$ cat config.mk
export PLATFORM = sky130hd
export DESIGN_NAME = ddsl_top
export DESIGN_NICKNAME = d
export VERILOG_FILES = /design/src/hw/ddsl_pkg.sv /design/src/hw/ddsl_sync.sv /design/src/hw/ddsl_chan.sv /design/src/hw/ddsl_top.sv
export SDC_FILE = /design/constraint.sdc
export NUM_CORES = 1
export LEC_CHECK = 0
export BUFFER_PORTS_ARGS = -buffer_cell sky130_fd_sc_hd__buf_2
export CORE_UTILIZATION = 45
export DETAILED_ROUTE_END_ITERATION = 8
export GPL_TIMING_DRIVEN = 0
export PLACE_DENSITY = 0.68
export RECOVER_POWER = 25
export SYNTH_ARGS = -nofsm -noshare
export SYNTH_HDL_FRONTEND = slang
export SYNTH_SLANG_ARGS = --single-unit
$ cat constraint.sdc
create_clock -name clk -period 4.3 [get_ports clk]
set_input_delay 1.075 -clock clk [delete_from_list [all_inputs] [get_ports clk]]
set_output_delay 1.075 -clock clk [all_outputs]
set_load 0.01 [all_outputs]
$ cat src/hw/ddsl_pkg.sv
// Constants and types for the dual converter serial load block
package ddsl_pkg;

   //---------------------------------------------------------------
   // Serial word layout
   //---------------------------------------------------------------
   localparam int          WORD_BITS  = 16;
   localparam int          CNT_W      = 5;
   localparam int          CODE_BITS  = 12;
   localparam int          SEL_POS    = 15;
   localparam int          SD_POS     = 13;
   localparam int          ZERO_POS   = 12;
   localparam int          CODE_MSB   = 11;
   localparam logic [4:0]  LAST_EDGE  = 5'h0F;

   // Two's complement zero sits this far above the unsigned bottom
   localparam logic [11:0] MID_OFS    = 12'h800;
   localparam logic [11:0] CODE_ZERO  = 12'h000;

   //---------------------------------------------------------------
   // Register map
   //---------------------------------------------------------------
   localparam int          ADDR_W     = 8;
   localparam logic [7:0]  ADDR_CTRL  = 8'h00;
   localparam logic [7:0]  ADDR_STAT  = 8'h04;
   localparam logic [7:0]  ADDR_CODEA = 8'h08;
   localparam logic [7:0]  ADDR_CODEB = 8'h0C;
   localparam logic [7:0]  ADDR_WORDS = 8'h10;
   localparam int          CTRL_EN    = 0;
   localparam logic        CTRL_RST   = 1'b1;
   localparam int          STAT_PD    = 0;
   localparam int          STAT_OWNER = 1;
   localparam int          STAT_B12   = 2;
   localparam int          STAT_BUSY  = 3;
   localparam int          STAT_CNT   = 8;
   localparam logic [1:0]  RESP_OKAY  = 2'h0;
   localparam logic [1:0]  RESP_SLV   = 2'h2;
   localparam logic [2:0]  PIN_RST    = 3'h2;

   //---------------------------------------------------------------
   // Frame states
   //---------------------------------------------------------------
   typedef enum logic [2:0]
   {
      DDSL_IDLE  = 3'b001,
      DDSL_SHIFT = 3'b010,
      DDSL_DONE  = 3'b100
   } ddsl_state_e;

endpackage : ddsl_pkg

$ cat src/hw/ddsl_sync.sv
// Two-stage synchroniser for pins from outside the clock domain
`timescale 1ns/10ps
module ddsl_sync
#(
   parameter int         WIDTH = 3,
   parameter logic [2:0] RST   = 3'h0
)
(
   // Clock and reset
   input  wire logic             clk,
   input  wire logic             rst_n,
   // Pins and result
   input  wire logic [WIDTH-1:0] din,
   output logic      [WIDTH-1:0] dout
);
   logic [WIDTH-1:0] meta_reg;
   logic [WIDTH-1:0] meta_next;
   logic [WIDTH-1:0] dout_next;

   // First stage is read only by the second
   always_comb
   begin
      meta_next = din;
      dout_next = meta_reg;
   end

   always_ff @(posedge clk or negedge rst_n)
   begin
      if (!rst_n)
      begin
         meta_reg <= RST[WIDTH-1:0];
         dout     <= RST[WIDTH-1:0];
      end
      else
      begin
         meta_reg <= meta_next;
         dout     <= dout_next;
      end
   end

endmodule : ddsl_sync

$ cat src/hw/ddsl_chan.sv
// One converter channel: code register, offset output and enable
`timescale 1ns/10ps
module ddsl_chan
(
   // Clock and reset
   input  wire logic                                clk,
   input  wire logic                                rst_n,
   // Load from the serial word
   input  wire logic                                load,
   input  wire logic [ddsl_pkg::CODE_BITS-1:0]      code_in,
   input  wire logic                                pd,
   // Channel state
   output logic      [ddsl_pkg::CODE_BITS-1:0]      code,
   output logic      [ddsl_pkg::CODE_BITS-1:0]      out_code,
   output logic                                     out_oe_n
);
   import ddsl_pkg::*;

   logic [CODE_BITS-1:0] code_next;
   logic [CODE_BITS-1:0] out_next;
   logic                 oe_n_next;

   // Code updates even in shutdown so release shows the new value
   always_comb
   begin
      code_next = code;
      if (load)
         code_next = code_in;
      out_next  = code + MID_OFS;
      oe_n_next = pd;
   end

   always_ff @(posedge clk or negedge rst_n)
   begin
      if (!rst_n)
      begin
         code     <= CODE_ZERO;
         out_code <= MID_OFS;
         out_oe_n <= 1'b0;
      end
      else
      begin
         code     <= code_next;
         out_code <= out_next;
         out_oe_n <= oe_n_next;
      end
   end
endmodule : ddsl_chan

$ cat src/hw/ddsl_top.sv
// Serial load and shutdown control for a dual 12-bit converter
//-------------------------------------------------------------------
//-------------------------------------------------------------------
`timescale 1ns/10ps
module ddsl_top
(
   // Clock and reset
   input  wire logic                              clk,
   input  wire logic                              rst_n,
   // Serial link pins
   input  wire logic                              sclk,
   input  wire logic                              cs_n,
   input  wire logic                              serial_in,
   // Converter outputs
   output logic      [ddsl_pkg::CODE_BITS-1:0]    dac_a_code,
   output logic      [ddsl_pkg::CODE_BITS-1:0]    dac_b_code,
   output logic                                   dac_a_oe_n,
   output logic                                   dac_b_oe_n,
   output logic                                   bipolar_zero_oe_n,
   output logic                                   ref_enable,
   // AXI4-Lite write channels
   input  wire logic [ddsl_pkg::ADDR_W-1:0]       s_axi_awaddr,
   input  wire logic                              s_axi_awvalid,
   output logic                                   s_axi_awready,
   input  wire logic [31:0]                       s_axi_wdata,
   input  wire logic [3:0]                        s_axi_wstrb,
   input  wire logic                              s_axi_wvalid,
   output logic                                   s_axi_wready,
   output logic      [1:0]                        s_axi_bresp,
   output logic                                   s_axi_bvalid,
   input  wire logic                              s_axi_bready,
   // AXI4-Lite read channels
   input  wire logic [ddsl_pkg::ADDR_W-1:0]       s_axi_araddr,
   input  wire logic                              s_axi_arvalid,
   output logic                                   s_axi_arready,
   output logic      [31:0]                       s_axi_rdata,
   output logic      [1:0]                        s_axi_rresp,
   output logic                                   s_axi_rvalid,
   input  wire logic                              s_axi_rready
);
   import ddsl_pkg::*;

   //----------------------------------------------------------------
   // Pin synchronisation
   //----------------------------------------------------------------
   logic [2:0] pins_s;
   logic       sclk_s;
   logic       cs_n_s;
   logic       sin_s;

   // Select idles high so a reset never looks like a frame start
   ddsl_sync #(.WIDTH(3), .RST(PIN_RST)) u_sync
   (
      .clk   (clk),
      .rst_n (rst_n),
      .din   ({sclk, cs_n, serial_in}),
      .dout  (pins_s)
   );
   assign {sclk_s, cs_n_s, sin_s} = pins_s;

   //----------------------------------------------------------------
   // Serial frame engine
   //----------------------------------------------------------------
   ddsl_state_e          state_reg;
   ddsl_state_e          state_next;
   logic                 sclk_d_reg;
   logic                 sclk_d_next;
   logic [WORD_BITS-1:0] sr_reg;
   logic [WORD_BITS-1:0] sr_next;
   logic [CNT_W-1:0]     cnt_reg;
   logic [CNT_W-1:0]     cnt_next;
   logic                 load_reg;
   logic                 load_next;
   logic [WORD_BITS-1:0] word_reg;
   logic [WORD_BITS-1:0] word_next;
   logic                 rise;
   logic                 go_frame;
   logic                 shift_ok;
   logic                 en_reg;

   // Edge finding and frame counting on the sampled serial clock
   always_comb
   begin
      rise        = sclk_s & ~sclk_d_reg;
      go_frame    = ~cs_n_s & en_reg & (state_reg == DDSL_IDLE);
      shift_ok    = ~cs_n_s & ((state_reg == DDSL_SHIFT) | go_frame);
      sclk_d_next = sclk_s;
      state_next  = state_reg;
      sr_next     = sr_reg;
      cnt_next    = cnt_reg;
      load_next   = 1'b0;
      word_next   = word_reg;
      case (state_reg)
         DDSL_IDLE:
            if (go_frame)
               state_next = DDSL_SHIFT;
         DDSL_SHIFT:
            state_next = DDSL_SHIFT;
         DDSL_DONE:
            state_next = DDSL_DONE;
         default:
            state_next = DDSL_IDLE;
      endcase
      if (rise && shift_ok)
      begin
         sr_next  = {sr_reg[WORD_BITS-2:0], sin_s};
         cnt_next = CNT_W'(cnt_reg + 1'b1);
         if (cnt_reg == LAST_EDGE)
         begin
            load_next  = 1'b1;
            word_next  = sr_next;
            state_next = DDSL_DONE;
         end
      end
      if (cs_n_s)
      begin
         state_next = DDSL_IDLE;
         cnt_next   = '0;
      end
   end

   always_ff @(posedge clk or negedge rst_n)
   begin
      if (!rst_n)
      begin
         state_reg  <= DDSL_IDLE;
         sclk_d_reg <= 1'b0;
         sr_reg     <= '0;
         cnt_reg    <= '0;
         load_reg   <= 1'b0;
         word_reg   <= '0;
      end
      else
      begin
         state_reg  <= state_next;
         sclk_d_reg <= sclk_d_next;
         sr_reg     <= sr_next;
         cnt_reg    <= cnt_next;
         load_reg   <= load_next;
         word_reg   <= word_next;
      end
   end

   //----------------------------------------------------------------
   // Shutdown and status
   //----------------------------------------------------------------
   logic        pd_reg;
   logic        pd_next;
   logic        owner_reg;
   logic        owner_next;
   logic        b12_reg;
   logic        b12_next;
   logic [15:0] words_reg;
   logic [15:0] words_next;
   logic        ref_next;
   logic        bz_next;
   logic        b12_clr;

   // Bit 14 is never looked at; a set of bit 12 beats a clear
   always_comb
   begin
      pd_next    = pd_reg;
      owner_next = owner_reg;
      b12_next   = b12_reg & ~b12_clr;
      words_next = words_reg;
      if (load_reg)
      begin
         words_next = words_reg + 16'h0001;
         if (word_reg[ZERO_POS])
            b12_next = 1'b1;
         if (word_reg[SD_POS])
         begin
            if (!pd_reg)
            begin
               pd_next    = 1'b1;
               owner_next = word_reg[SEL_POS];
            end
         end
         else if (word_reg[SEL_POS] == owner_reg)
            pd_next = 1'b0;
      end
      ref_next = ~pd_reg;
      bz_next  = pd_reg;
   end

   always_ff @(posedge clk or negedge rst_n)
   begin
      if (!rst_n)
      begin
         pd_reg            <= 1'b0;
         owner_reg         <= 1'b0;
         b12_reg           <= 1'b0;
         words_reg         <= '0;
         ref_enable        <= 1'b1;
         bipolar_zero_oe_n <= 1'b0;
      end
      else
      begin
         pd_reg            <= pd_next;
         owner_reg         <= owner_next;
         b12_reg           <= b12_next;
         words_reg         <= words_next;
         ref_enable        <= ref_next;
         bipolar_zero_oe_n <= bz_next;
      end
   end

   //----------------------------------------------------------------
   // Converter channels
   //----------------------------------------------------------------
   logic [CODE_BITS-1:0] code_a;
   logic [CODE_BITS-1:0] code_b;

   ddsl_chan u_chan_a
   (
      .clk      (clk),
      .rst_n    (rst_n),
      .load     (load_reg & ~word_reg[SEL_POS]),
      .code_in  (word_reg[CODE_MSB:0]),
      .pd       (pd_reg),
      .code     (code_a),
      .out_code (dac_a_code),
      .out_oe_n (dac_a_oe_n)
   );

   ddsl_chan u_chan_b
   (
      .clk      (clk),
      .rst_n    (rst_n),
      .load     (load_reg & word_reg[SEL_POS]),
      .code_in  (word_reg[CODE_MSB:0]),
      .pd       (pd_reg),
      .code     (code_b),
      .out_code (dac_b_code),
      .out_oe_n (dac_b_oe_n)
   );

   //----------------------------------------------------------------
   // AXI4-Lite write side
   //----------------------------------------------------------------
   logic              aw_have_reg;
   logic              aw_have_next;
   logic [ADDR_W-1:0] aw_addr_reg;
   logic [ADDR_W-1:0] aw_addr_next;
   logic              w_have_reg;
   logic              w_have_next;
   logic [31:0]       w_data_reg;
   logic [31:0]       w_data_next;
   logic              w_lane0_reg;
   logic              w_lane0_next;
   logic              awready_next;
   logic              wready_next;
   logic              bvalid_next;
   logic [1:0]        bresp_next;
   logic              en_next;

   // Address and data may come in either order; respond after both
   always_comb
   begin
      aw_have_next = aw_have_reg;
      aw_addr_next = aw_addr_reg;
      w_have_next  = w_have_reg;
      w_data_next  = w_data_reg;
      w_lane0_next = w_lane0_reg;
      bvalid_next  = s_axi_bvalid;
      bresp_next   = s_axi_bresp;
      en_next      = en_reg;
      b12_clr      = 1'b0;
      if (s_axi_bvalid && s_axi_bready)
         bvalid_next = 1'b0;
      if (s_axi_awvalid && s_axi_awready)
      begin
         aw_have_next = 1'b1;
         aw_addr_next = s_axi_awaddr;
      end
      if (s_axi_wvalid && s_axi_wready)
      begin
         w_have_next  = 1'b1;
         w_data_next  = s_axi_wdata;
         w_lane0_next = s_axi_wstrb[0];
      end
      if (aw_have_reg && w_have_reg && !s_axi_bvalid)
      begin
         aw_have_next = 1'b0;
         w_have_next  = 1'b0;
         bvalid_next  = 1'b1;
         bresp_next   = RESP_OKAY;
         case (aw_addr_reg)
            ADDR_CTRL:
               if (w_lane0_reg)
                  en_next = w_data_reg[CTRL_EN];
            ADDR_STAT:
               b12_clr = w_lane0_reg & w_data_reg[STAT_B12];
            ADDR_CODEA, ADDR_CODEB, ADDR_WORDS:
               bresp_next = RESP_OKAY;
            default:
               bresp_next = RESP_SLV;
         endcase
      end
      awready_next = ~aw_have_next & ~bvalid_next;
      wready_next  = ~w_have_next & ~bvalid_next;
   end

   always_ff @(posedge clk or negedge rst_n)
   begin
      if (!rst_n)
      begin
         aw_have_reg   <= 1'b0;
         aw_addr_reg   <= '0;
         w_have_reg    <= 1'b0;
         w_data_reg    <= '0;
         w_lane0_reg   <= 1'b0;
         s_axi_awready <= 1'b0;
         s_axi_wready  <= 1'b0;
         s_axi_bvalid  <= 1'b0;
         s_axi_bresp   <= RESP_OKAY;
         en_reg        <= CTRL_RST;
      end
      else
      begin
         aw_have_reg   <= aw_have_next;
         aw_addr_reg   <= aw_addr_next;
         w_have_reg    <= w_have_next;
         w_data_reg    <= w_data_next;
         w_lane0_reg   <= w_lane0_next;
         s_axi_awready <= awready_next;
         s_axi_wready  <= wready_next;
         s_axi_bvalid  <= bvalid_next;
         s_axi_bresp   <= bresp_next;
         en_reg        <= en_next;
      end
   end

   //----------------------------------------------------------------
   // AXI4-Lite read side
   //----------------------------------------------------------------
   logic        arready_next;
   logic        rvalid_next;
   logic [1:0]  rresp_next;
   logic [31:0] rdata_next;

   // Unmapped reads return zero with a slave error
   always_comb
   begin
      rvalid_next = s_axi_rvalid;
      rresp_next  = s_axi_rresp;
      rdata_next  = s_axi_rdata;
      if (s_axi_rvalid && s_axi_rready)
         rvalid_next = 1'b0;
      if (s_axi_arvalid && s_axi_arready)
      begin
         rvalid_next = 1'b1;
         rresp_next  = RESP_OKAY;
         rdata_next  = '0;
         case (s_axi_araddr)
            ADDR_CTRL:
               rdata_next[CTRL_EN] = en_reg;
            ADDR_STAT:
            begin
               rdata_next[STAT_PD]    = pd_reg;
               rdata_next[STAT_OWNER] = owner_reg;
               rdata_next[STAT_B12]   = b12_reg;
               rdata_next[STAT_BUSY]  = state_reg == DDSL_SHIFT;
               rdata_next[STAT_CNT +: CNT_W] = cnt_reg;
            end
            ADDR_CODEA:
               rdata_next[CODE_MSB:0] = code_a;
            ADDR_CODEB:
               rdata_next[CODE_MSB:0] = code_b;
            ADDR_WORDS:
               rdata_next[15:0] = words_reg;
            default:
               rresp_next = RESP_SLV;
         endcase
      end
      arready_next = ~rvalid_next;
   end

   always_ff @(posedge clk or negedge rst_n)
   begin
      if (!rst_n)
      begin
         s_axi_arready <= 1'b0;
         s_axi_rvalid  <= 1'b0;
         s_axi_rresp   <= RESP_OKAY;
         s_axi_rdata   <= '0;
      end
      else
      begin
         s_axi_arready <= arready_next;
         s_axi_rvalid  <= rvalid_next;
         s_axi_rresp   <= rresp_next;
         s_axi_rdata   <= rdata_next;
      end
   end
endmodule : ddsl_top

[Word level (Yosys, flattened, before mapping)]
Cells that the tools add are included.
Word-level totals
  bits in registers: 156
  output and inout port bits: 69
  word-level logic and storage cells: 119
Cells by class
  $add $sub $neg: 4
  equality and inequality tests: 13
  muxes and demuxes: 31
  bitwise operators: 20
  reduce and logical (&&, ||, !) cells: 19
Operators with widths (number)
  $eq A8 B4 Y1 const B: 4
  $add A12 B12 Y12 const B: 2
  $add A16 B1 Y16 const B: 1
  $eq A8 B3 Y1 const B: 2
  $eq A8 B5 Y1 const B: 2
  $logic_not A8 Y1: 2
  $mux W1: 16
  $pmux W4 S4: 1
  $mux W3: 5
  $pmux W3 S4: 1
  $pmux W4 S3: 1
  $and A1 B1 Y1: 10
  $mux W5: 2
  $reduce_or A5 Y1: 2
  $not A1 Y1: 9
  $pmux W3 S3: 1
  $logic_and A1 B1 Y1: 8
  $reduce_and A3 Y1: 2
  $add A5 B1 Y5 const B: 1
  $eq A5 B4 Y1 const B: 1
  $pmux W1 S5: 1
  $mux W2: 2
  $reduce_and A2 Y1: 2
  $reduce_bool A2 Y1: 2
  7 further kinds: 7

[Depth between registers and ports, before layout]
Gate-level depths: netlist (run 1).
  word-level depth: 8
  mapped depth: 6
  mapped depth without buffers: 6

[By module]
From an unflattened synthesis (run 1), not the netlist that was laid out.
Second synthesis, totals
  cells, all modules: 469
  area, all modules: 6371.1 µm²
Modules (own cells, without submodules)
  ddsl_top: instances 1, cells each 363, area an instance 4424.2 µm², sequential area each 2456.1 µm²
  ddsl_chan: instances 2, cells each 50, area an instance 897.1 µm², sequential area each 626.9 µm²
  ddsl_sync: instances 1, cells each 6, area an instance 152.6 µm², sequential area each 152.6 µm²

[Least setup slack after synthesis (run 1)]
OpenSTA, ideal clock, no wires.
  kind: input to register
  start point: in s_axi_araddr[2] (netlist bit)
  end point: reg s_axi_rdata[12]
  setup time: 126 ps
  data arrival time: 2184 ps
  data required time: 4174 ps
  setup slack: 1990 ps
  stages on the path: 6
  path through: clkbuf_1 > nor2_1 > and3_1 > clkbuf_1 > and3_1 > a221o_1
Between the ends
  cells in the longest elaborated chain, start to end: 2
  elaborated cells between the ends (all ways): 3
RTL lines
  from (decl): RTL line ddsl_top.sv:33  | input wire logic [ddsl_pkg::ADDR_W-1:0] s_axi_araddr,
  $eq A8 B5 Y1 / $eq A8 B3 Y1 (equally long branches): RTL line ddsl_top.sv:355  | case (s_axi_araddr)
  $pmux W1 S2 *: RTL line ddsl_top.sv:355
  to (signal assigned): RTL line ddsl_top.sv:393  | s_axi_rdata <= rdata_next;
  to (decl): RTL line ddsl_top.sv:36  | output logic [31:0] s_axi_rdata,
Mark *: on every way between the ends. The rest lies on a longest branch, timed or not.
A chain may end at the register's enable or synchronous reset.

==> flow_summary_export.csv, run 1 <==
group,metric,value,unit
power_and_ir_drop,peakVddDrop,269,uV
critical_path,critical_path_class,"in -> async",
clock_tree,cts_sinks,152,
global_route,grt_pass1_wl,19.4,mm
floorplan,dieArea,13900,sq um
critical_path,worstReg2RegStart,"en_reg",
routing,wl_per_cell,15.7,microns
final_layout,fin_nets,627,
sta,min_period,2600,ps
synthesis,yosysWarnings,0,
sta,clock_skew,6.52,ps
floorplan,initial_core_util,0.459,
floorplan,ios,131,
global_route,grtUsageTotal,0.183,
clock_tree,postCtsHoldBufs,0,
sta,fmax,385,MHz
global_route,grt.overflow.total,0,
routing,ant_nets,0,
routing,num_vias,3756,
worst_hold_path,holdPathStages,0,
power_and_ir_drop,p_leak,3.75,nW
clock_tree,cts_tree,"yes",
floorplan,die_w,118,microns
floorplan,placeableCoreArea,13200,sq um
critical_path,cp_top_family,"buffers and inverters",
synthesis,syn_inst,447,
sta,rsz0062_at_grt,"false",
worst_hold_path,worstHoldPathType,"reg -> reg",
synthesis,synth_flop_cell,"dfrtp_1",
critical_path,crit_path_top_delay_cell,"clkbuf_2",
synthesis,async_flop_share,1.00,
clock_tree,htreeDepth,4,
clock_tree,cts_resized,0,
worst_hold_path,hold-path-endpoint,"u_sync.dout[0]",
final_layout,post_route_cells_drive_above_1_share,0.363,
floorplan,rows,42,
sta,final_hold_viol_count,0,
placement,gp_congestion,0.824,
clock_tree,cts_buffers,17,
global_route,grt_max_degree,91,
sta,fin_crit_sh,0.605,
run_status,status,"finished with violations",
routing,via_per_inst,5.00,
critical_path,start_kind,"input pin",
synthesis,synth_area_per_cell,13.6,sq um
critical_path,worstPathCellList,"clkbuf_2",
clock_tree,clk_latency,420,ps
synthesis,synth-edff-count,0,
global_route,first_global_vias,3817,
critical_path,cp_num_buf_inv,1,
critical_path,rr_worst_depth,4,
sta,finalSetupTns,0,ps
critical_path,endpoint_kind,"asynchronous set/reset pin",
final_layout,n_antenna_cell,0,
synthesis,synthesis.area,6060,sq um
clock_tree,clock_path_buffers,2,
routing,drc,1,
synthesis,ys_seq_area_frac,0.629,
global_route,antenna_found_initial,0,
sta,maxSlewViolCount,90,
routing,drt_iter0_drc,193,
routing,first_pass_iters,6,
final_layout,syn_to_final_growth,22.2,%
critical_path,slowest_delay,1550,ps
sta,tightest_slew,2210,ps
synthesis,netlist-cell-type-count,49,
sta,max_slew_margin,-0.475,
run_status,failed_checks,"design-rule violations, max-capacitance violations, max-slew violations",
sta,timing.hold.ws,352,ps
sta,setup_viol,0,
critical_path,worstPathRequired,4370,ps
critical_path,rrSetupSlack,2190,ps
synthesis,ys_seq_elements,152,
power_and_ir_drop,p_per_area,463,nW/um^2
floorplan,die_h,118,microns
clock_tree,path_clk_slew,60,ps
placement,numPortBuffers,78,
critical_path,crit_fanout,90,
placement,dp_hpwl,8.34,mm
job,cap_violations,1,
critical_path,r2r_end,"sr_reg[4]",
critical_path,critPathArrivalTime,2670,ps
routing,wl,11.8,mm
worst_hold_path,min-delay-start,"u_sync.dout_next[0]",
clock_tree,clock-root-buffer,"clkbuf_16",
clock_tree,cts_setup_buffers,0,
-- layout by cell type (no fill, tap or decap), drive strengths merged, types with 8 or more instances in the layout --
cell type	n
nand2	30
xnor2	11
nand2b	9
buf	101
clkbuf	38
mux2i	11
dfrtp	145
nand4	8
mux2	67
o21ai	11
inv	8
conb	18
nor2	13
nand3b	9
a21oi	14
-- per-layer routing --
| layer | share of wire | vias up | track usage |
|---|---|---|---|
| met5 | 0 | - | 0 |
| met4 | 0.023 | 0 | 0.0737 |
| met3 | 0.057 | 22 | 0.0577 |
| met2 | 0.49 | 106 | 0.288 |
| met1 | 0.43 | 1868 | 0.235 |
| li1 | - | 1760 | - |
-- worst max path at each step --
stage                               start                   end  slack [ps]  depth (start not counted)
after floorplan           s_axi_araddr[2]       s_axi_rdata[12]        1990                          6
after global placement              rst_n             sr_reg[4]          90                          1
after detailed placement  s_axi_araddr[2]        s_axi_rdata[2]        1560                          5
after CTS                 s_axi_araddr[2]        s_axi_rdata[2]        2000                          5
after global routing                rst_n  u_chan_b.out_code[7]        1260                          1
final                               rst_n  u_chan_b.out_code[7]        1700                          1
-- cell type report --
| type | count | area (sq um) |
|---|---|---|
| Clock buffer | 25 | 505 |
| Clock inverter | 7 | 138 |
| Sequential cell | 152 | 3810 |
| Fill cell | 1097 | 5790 |
| Timing Repair Buffer | 79 | 415 |
| Multi-Input combinational cell | 269 | 2060 |
| Tap cell | 176 | 220 |
| Inverter | 8 | 30.0 |
| Buffer | 35 | 218 |
-- power by group --
part | internal, mW | switching [mW] | leakage, nW | total (mW)
Combinational | 0.127 | 0.133 | 1.39 | 0.260
Sequential | 1.52 | 0.0538 | 2.04 | 1.58
Clock | 1.05 | 0.541 | 0.313 | 1.59
Total | 2.70 | 0.728 | 3.75 | 3.43
-- synth_stat cells (all sizes together) (2+ instances only) --
cell / n / area, sq um
dfrtp: 145 / 3630
and3: 6 / 37.5
clkbuf: 10 / 37.5
nand3b: 9 / 67.6
buf: 25 / 180
inv: 8 / 30.0
a21oi: 14 / 70.1
nor2: 13 / 48.8
and4: 2 / 17.5
a22oi: 7 / 52.6
mux2i: 11 / 110
o31ai: 2 / 15.0
o221ai: 6 / 52.6
a22o: 3 / 26.3
nor3b: 5 / 37.5
nand2: 30 / 115
nor2b: 4 / 25.0
nor3: 4 / 25.0
mux2: 67 / 792
xnor2: 11 / 96.3
xor2: 5 / 43.8
nand2b: 9 / 56.3
ha: 3 / 37.5
o21ai: 11 / 55.1
dfstp: 7 / 184
a21o: 2 / 15.0
nand3: 6 / 30.0
nand4: 8 / 50.1
-- logic make-up after synthesis --
family | share of synthesized area
AOI/OAI and AO/OA | 0.0597
xor gates and xnor gates | 0.0231
adders and majority gates | 0.00619
buffers and inverters | 0.0409
DFF | 0.629
muxes | 0.149
other | 0.000619
and+or+nand+nor | 0.0917
-- metrics by stage --
stage	area [sq um]	power [mW]	utilization	worst slack [ps]	cells
final	7400	3.43	0.561	1700	751
after global routing	7400	3.56	0.561	1260	751
after CTS	7410	3.46	0.562	2000	751
after detailed placement	6770	1.87	0.513	1560	719
after global placement	6740	1.85	0.511	87.5	718
after floorplan	6120	1.76	-	1990	464
(Power assumes the default switching activity.)
==> inputs of run 2 (changes only) <==
Clock period 4.3 ns to 2.61 ns, I/O delays scaled along.
==> flow_summary_export.csv, run 2 (synthesis gave the netlist of run 1 again) <==
group,metric,value,unit
final_layout,seq_area,3810,sq um
clock_tree,cts_tree,"yes",
clock_tree,cts_buffers,17,
final_layout,n_antenna_cell,0,
clock_tree,cts_setup_buffers,0,
placement,post-place-ws,297,ps
routing,num_vias,3778,
sta,fmax,474,MHz
floorplan,initial_core_util,0.459,
critical_path,cp-startpoint,"en_reg",
sta,maxSlewViolCount,90,
final_layout,syn_to_final_growth,22.2,%
global_route,grtUsageTotal,0.183,
critical_path,crit_fanout,10,
sta,final_hold_viol_count,0,
job,cap_violations,1,
sta,tightest_slew,1980,ps
final_layout,post_route_cells_drive_above_1_share,0.369,
final_layout,final_area,7410,sq um
critical_path,worstPathRequired,2910,ps
placement,placed_cell_area,6770,sq um
sta,timing.hold.ws,335,ps
worst_hold_path,worstHoldPathType,"in -> reg",
power_and_ir_drop,peakVddDrop,442,uV
sta,setup_viol,0,
floorplan,dieArea,13900,sq um
placement,dp_hpwl,8.34,mm
routing,ant_nets,0,
global_route,grtUsageMet2,0.288,
global_route,grt.overflow.total,0,
global_route,grt_max_degree,91,
clock_tree,clk_latency,420,ps
global_route,top_usage_layer,"met2",
routing,drt_iter0_drc,181,
clock_tree,postCtsHoldBufs,0,
power_and_ir_drop,p_leak,3.75,nW
power_and_ir_drop,p_total,5.64,mW
clock_tree,htreeDepth,4,
floorplan,die_w,118,microns
clock_tree,cts_resized,0,
clock_tree,clock_path_buffers,2,
run_status,failed_checks,"design-rule violations, max-capacitance violations, max-slew violations",
critical_path,start_kind,"flop",
final_layout,layout_common_cells,"145 x dfrtp_1, 81 x buf_2, 57 x mux2_2",
sta,timing.final.ws_setup,499,ps
placement,gp_congestion,0.824,
sta,max_slew_margin,-0.318,
clock_tree,clock-root-buffer,"clkbuf_16",
sta,fin_crit_sh,0.809,
critical_path,rrSetupSlack,500,ps
floorplan,die_h,118,microns
critical_path,endpoint_kind,"flop",
placement,numPortBuffers,78,
power_and_ir_drop,p_per_area,762,nW/um^2
critical_path,critPathArrivalTime,2420,ps
final_layout,nFillCells,1095,
sta,clock_skew,6.53,ps
critical_path,worstReg2RegStart,"en_reg",
sta,rsz0062_at_grt,"false",
floorplan,rows,42,
clock_tree,cts_sinks,152,
floorplan,placeableCoreArea,13200,sq um
routing,wl,11.8,mm
routing,first_pass_iters,7,
floorplan,ios,131,
final_layout,fin_nets,627,
routing,wl_per_cell,15.7,microns
global_route,met3_usage,0.0577,
global_route,first_global_vias,3817,
routing,via_per_inst,5.03,
critical_path,critical_path_class,"reg -> reg",
routing,drc,1,
global_route,grt_pass1_wl,19.4,mm
sta,min_period,2110,ps
run_status,status,"finished with violations",
sta,finalSetupTns,0,ps
final_layout,layout_commonest_cell,"dfrtp_1",
clock_tree,path_clk_slew,60,ps
global_route,antenna_found_initial,0,
global_route,use_met1,0.235,
final_layout,multiInputGateArea,2060,sq um
worst_hold_path,min-delay-start,"cs_n",
==> run 2: metrics by stage <==
| step | cells | util |
|---|---|---|
| finish | 751 | 0.561 |
| global route | 751 | 0.561 |
| CTS | 751 | 0.562 |
| detailed placement | 719 | 0.513 |
| global placement | 718 | 0.511 |
| floorplan | 464 | - |
==> run 2: critical path, stage by stage (launching register included) <==
cell and delay [ps]:
dfstp_2 560, nand3b_1 150, a2111oi_4 580, buf_2 340, mux2_2 370
==> run 2: layer usage <==
layer / share of wire / vias to the layer above
met1: 0.44 / 1892
met4: 0.018 / 0
met3: 0.054 / 17
met2: 0.49 / 109
li1: - / 1760
met5: 0 / -
==> run 2: area by class of cell <==
class / instances / area share
Multi-Input combinational cell: 269 / 0.279
Timing Repair Buffer: 79 / 0.0564
Tap cell: 176 / 0.0297
Inverter: 8 / 0.00405
Sequential cell: 152 / 0.515
Buffer: 35 / 0.0294
Clock buffer: 25 / 0.0683
Clock inverter: 7 / 0.0186
==> run 2: worst paths after layout <==
path                       cells past startpoint              endpoint
hold reg to reg                                0        u_sync.dout[0]
min in group asynchronous                      1        s_axi_rdata[1]
max in group asynchronous                      1  u_chan_b.out_code[7]
setup reg to reg                               4             sr_reg[4]
setup / recovery                               4             sr_reg[4]
hold / removal                                 1   u_sync.dout_next[1]
==> run 2: power breakdown <==
group	total (mW)	internal, mW	leakage, nW	switching [mW]
combinational	0.430	0.210	1.40	0.220
clock	2.61	1.72	0.313	0.890
sequential	2.60	2.51	2.04	0.0880
total	5.64	4.45	3.75	1.20
==> inputs of run 3 (changes only) <==
Clock period 2.61 ns to 1.95 ns, I/O delays scaled along.
==> flow_summary_export.csv, run 3 (synthesis gave the netlist of run 1 again) <==
group,metric,value,unit
placement,placed_cell_area,6770,sq um
floorplan,dieArea,13900,sq um
sta,rsz0062_at_grt,"true",
critical_path,worstReg2RegStart,"en_reg",
clock_tree,clock-root-buffer,"clkbuf_16",
critical_path,crit_fanout,10,
routing,wl_per_cell,15.6,microns
routing,wl_met3,678,microns
routing,wl,11.7,mm
critical_path,worstPathRequired,2250,ps
sta,tightest_slew,1220,ps
global_route,grt_pass1_wl,19.5,mm
placement,post-place-ws,-198,ps
routing,drt_iter0_drc,230,
floorplan,die_w,118,microns
clock_tree,cts_tree,"yes",
critical_path,critical_path_class,"reg -> reg",
routing,via_per_inst,5.00,
floorplan,die_h,118,microns
power_and_ir_drop,p_leak,3.77,nW
sta,clock_skew,6.76,ps
sta,min_period,1930,ps
worst_hold_path,worstHoldPathType,"in -> reg",
sta,maxSlewViolCount,0,
clock_tree,clock_path_buffers,2,
final_layout,post_route_cells_drive_above_1_share,0.374,
clock_tree,cts_buffers,17,
global_route,grt.overflow.total,0,
routing,top_layer_used,"met4",
clock_tree,path_clk_slew,60,ps
final_layout,layout_commonest_cell,"dfrtp_1",
floorplan,placeableCoreArea,13200,sq um
clock_tree,cts_sinks,152,
clock_tree,htreeDepth,4,
sta,fin_crit_sh,0.988,
global_route,grtUsageTotal,0.184,
sta,setup_viol,0,
sta,fmax,519,MHz
final_layout,nFillCells,1090,
floorplan,rows,42,
sta,max_slew_margin,0.187,
critical_path,r2r_end,"word_reg[7]",
routing,wl_met2,5.79,mm
run_status,failed_checks,"design-rule violations",
sta,final_hold_viol_count,0,
final_layout,final_area,7440,sq um
job,cap_violations,0,
worst_hold_path,holdPathStages,1,
final_layout,stdcell_count,754,
critical_path,endpoint_kind,"flop",
critical_path,rr_worst_depth,5,
global_route,grt_max_degree,91,
power_and_ir_drop,p_per_area,1020,nW/um^2
power_and_ir_drop,p_total,7.55,mW
final_layout,layout_common_cells,"145 x dfrtp_1, 78 x buf_2, 57 x mux2_2",
global_route,first_global_vias,3839,
worst_hold_path,hold-path-endpoint,"u_sync.dout_next[1]",
routing,drc,1,
sta,finalSetupTns,0,ps
routing,first_pass_iters,6,
placement,dp_hpwl,8.34,mm
floorplan,ios,131,
clock_tree,clk_latency,420,ps
final_layout,fin_nets,630,
routing,num_vias,3770,
final_layout,fin_util,0.564,
run_status,status,"finished with violations",
routing,drt-met1-wl,5.08,mm
sta,timing.hold.ws,171,ps
placement,dp_cells,719,
final_layout,syn_to_final_growth,22.7,%
final_layout,n_antenna_cell,0,
power_and_ir_drop,peakVddDrop,586,uV
placement,numPortBuffers,78,
worst_hold_path,min-delay-start,"cs_n",
global_route,antenna_found_initial,0,
clock_tree,postCtsHoldBufs,0,
floorplan,initial_core_util,0.459,
critical_path,critPathArrivalTime,2230,ps
critical_path,start_kind,"flop",
critical_path,rrSetupSlack,20,ps
placement,gp_congestion,0.824,
sta,timing.final.ws_setup,23.1,ps
routing,ant_nets,0,
## run 3: cell count changes in the layout (fill, tap and decap cells not counted)
cell      change
buf_2         -3
buf_4         +5
clkbuf_1      -1
clkbuf_2      +1
clkbuf_4      +1
## run 3: metal layers
layer,up-vias,global-route usage
met4,0,0.0737
met5,-,0
li1,1761,-
met2,109,0.289
met1,1884,0.236
met3,16,0.0577
## run 3: layout make-up
type,instances,area (sq um),area share
plain buffers,35,224,0.0301
flip-flops and latches,152,3810,0.513
multi-input cells,269,2060,0.278
clock inverters,7,138,0.0185
inverters,8,30.0,0.00404
clock buffers,25,505,0.0680
well taps,176,220,0.0296
repair buffers,82,443,0.0596
## run 3: worst max-delay path, cell delays in order (launching register included)
cell and delay [ps]:
dfstp_2 560, nand3b_1 150, a2111oi_4 460, nand2_2 150
buf_6 180, mux2_4 300
## run 3: repair_timing
item | CTS | global route
buffers inserted | 3 | 0
endpoints found under the setup margin | 28 | 37
endpoints found under the hold margin | 0 | 0
pin swaps | 2 | 2
resized for setup | 1 | 4
## run 3: power by group
| group | switching (mW) | total, mW | internal [mW] |
|---|---|---|---|
| sequential | 0.118 | 3.48 | 3.36 |
| combinational | 0.293 | 0.575 | 0.282 |
| clock | 1.19 | 3.49 | 2.31 |
## run 3: how the worst max path moves through the flow
stage	startpoint	depth (start not counted)	endpoint	slack [ps]
final	en_reg	5	word_reg[7]	20
after global routing	en_reg	5	word_reg[4]	-30
after floorplan	en_reg	4	sr_reg[10]	70
after detailed placement	s_axi_araddr[2]	5	s_axi_rdata[2]	-200
after CTS	en_reg	4	sr_reg[12]	3
after global placement	rst_n	1	sr_reg[4]	-1680
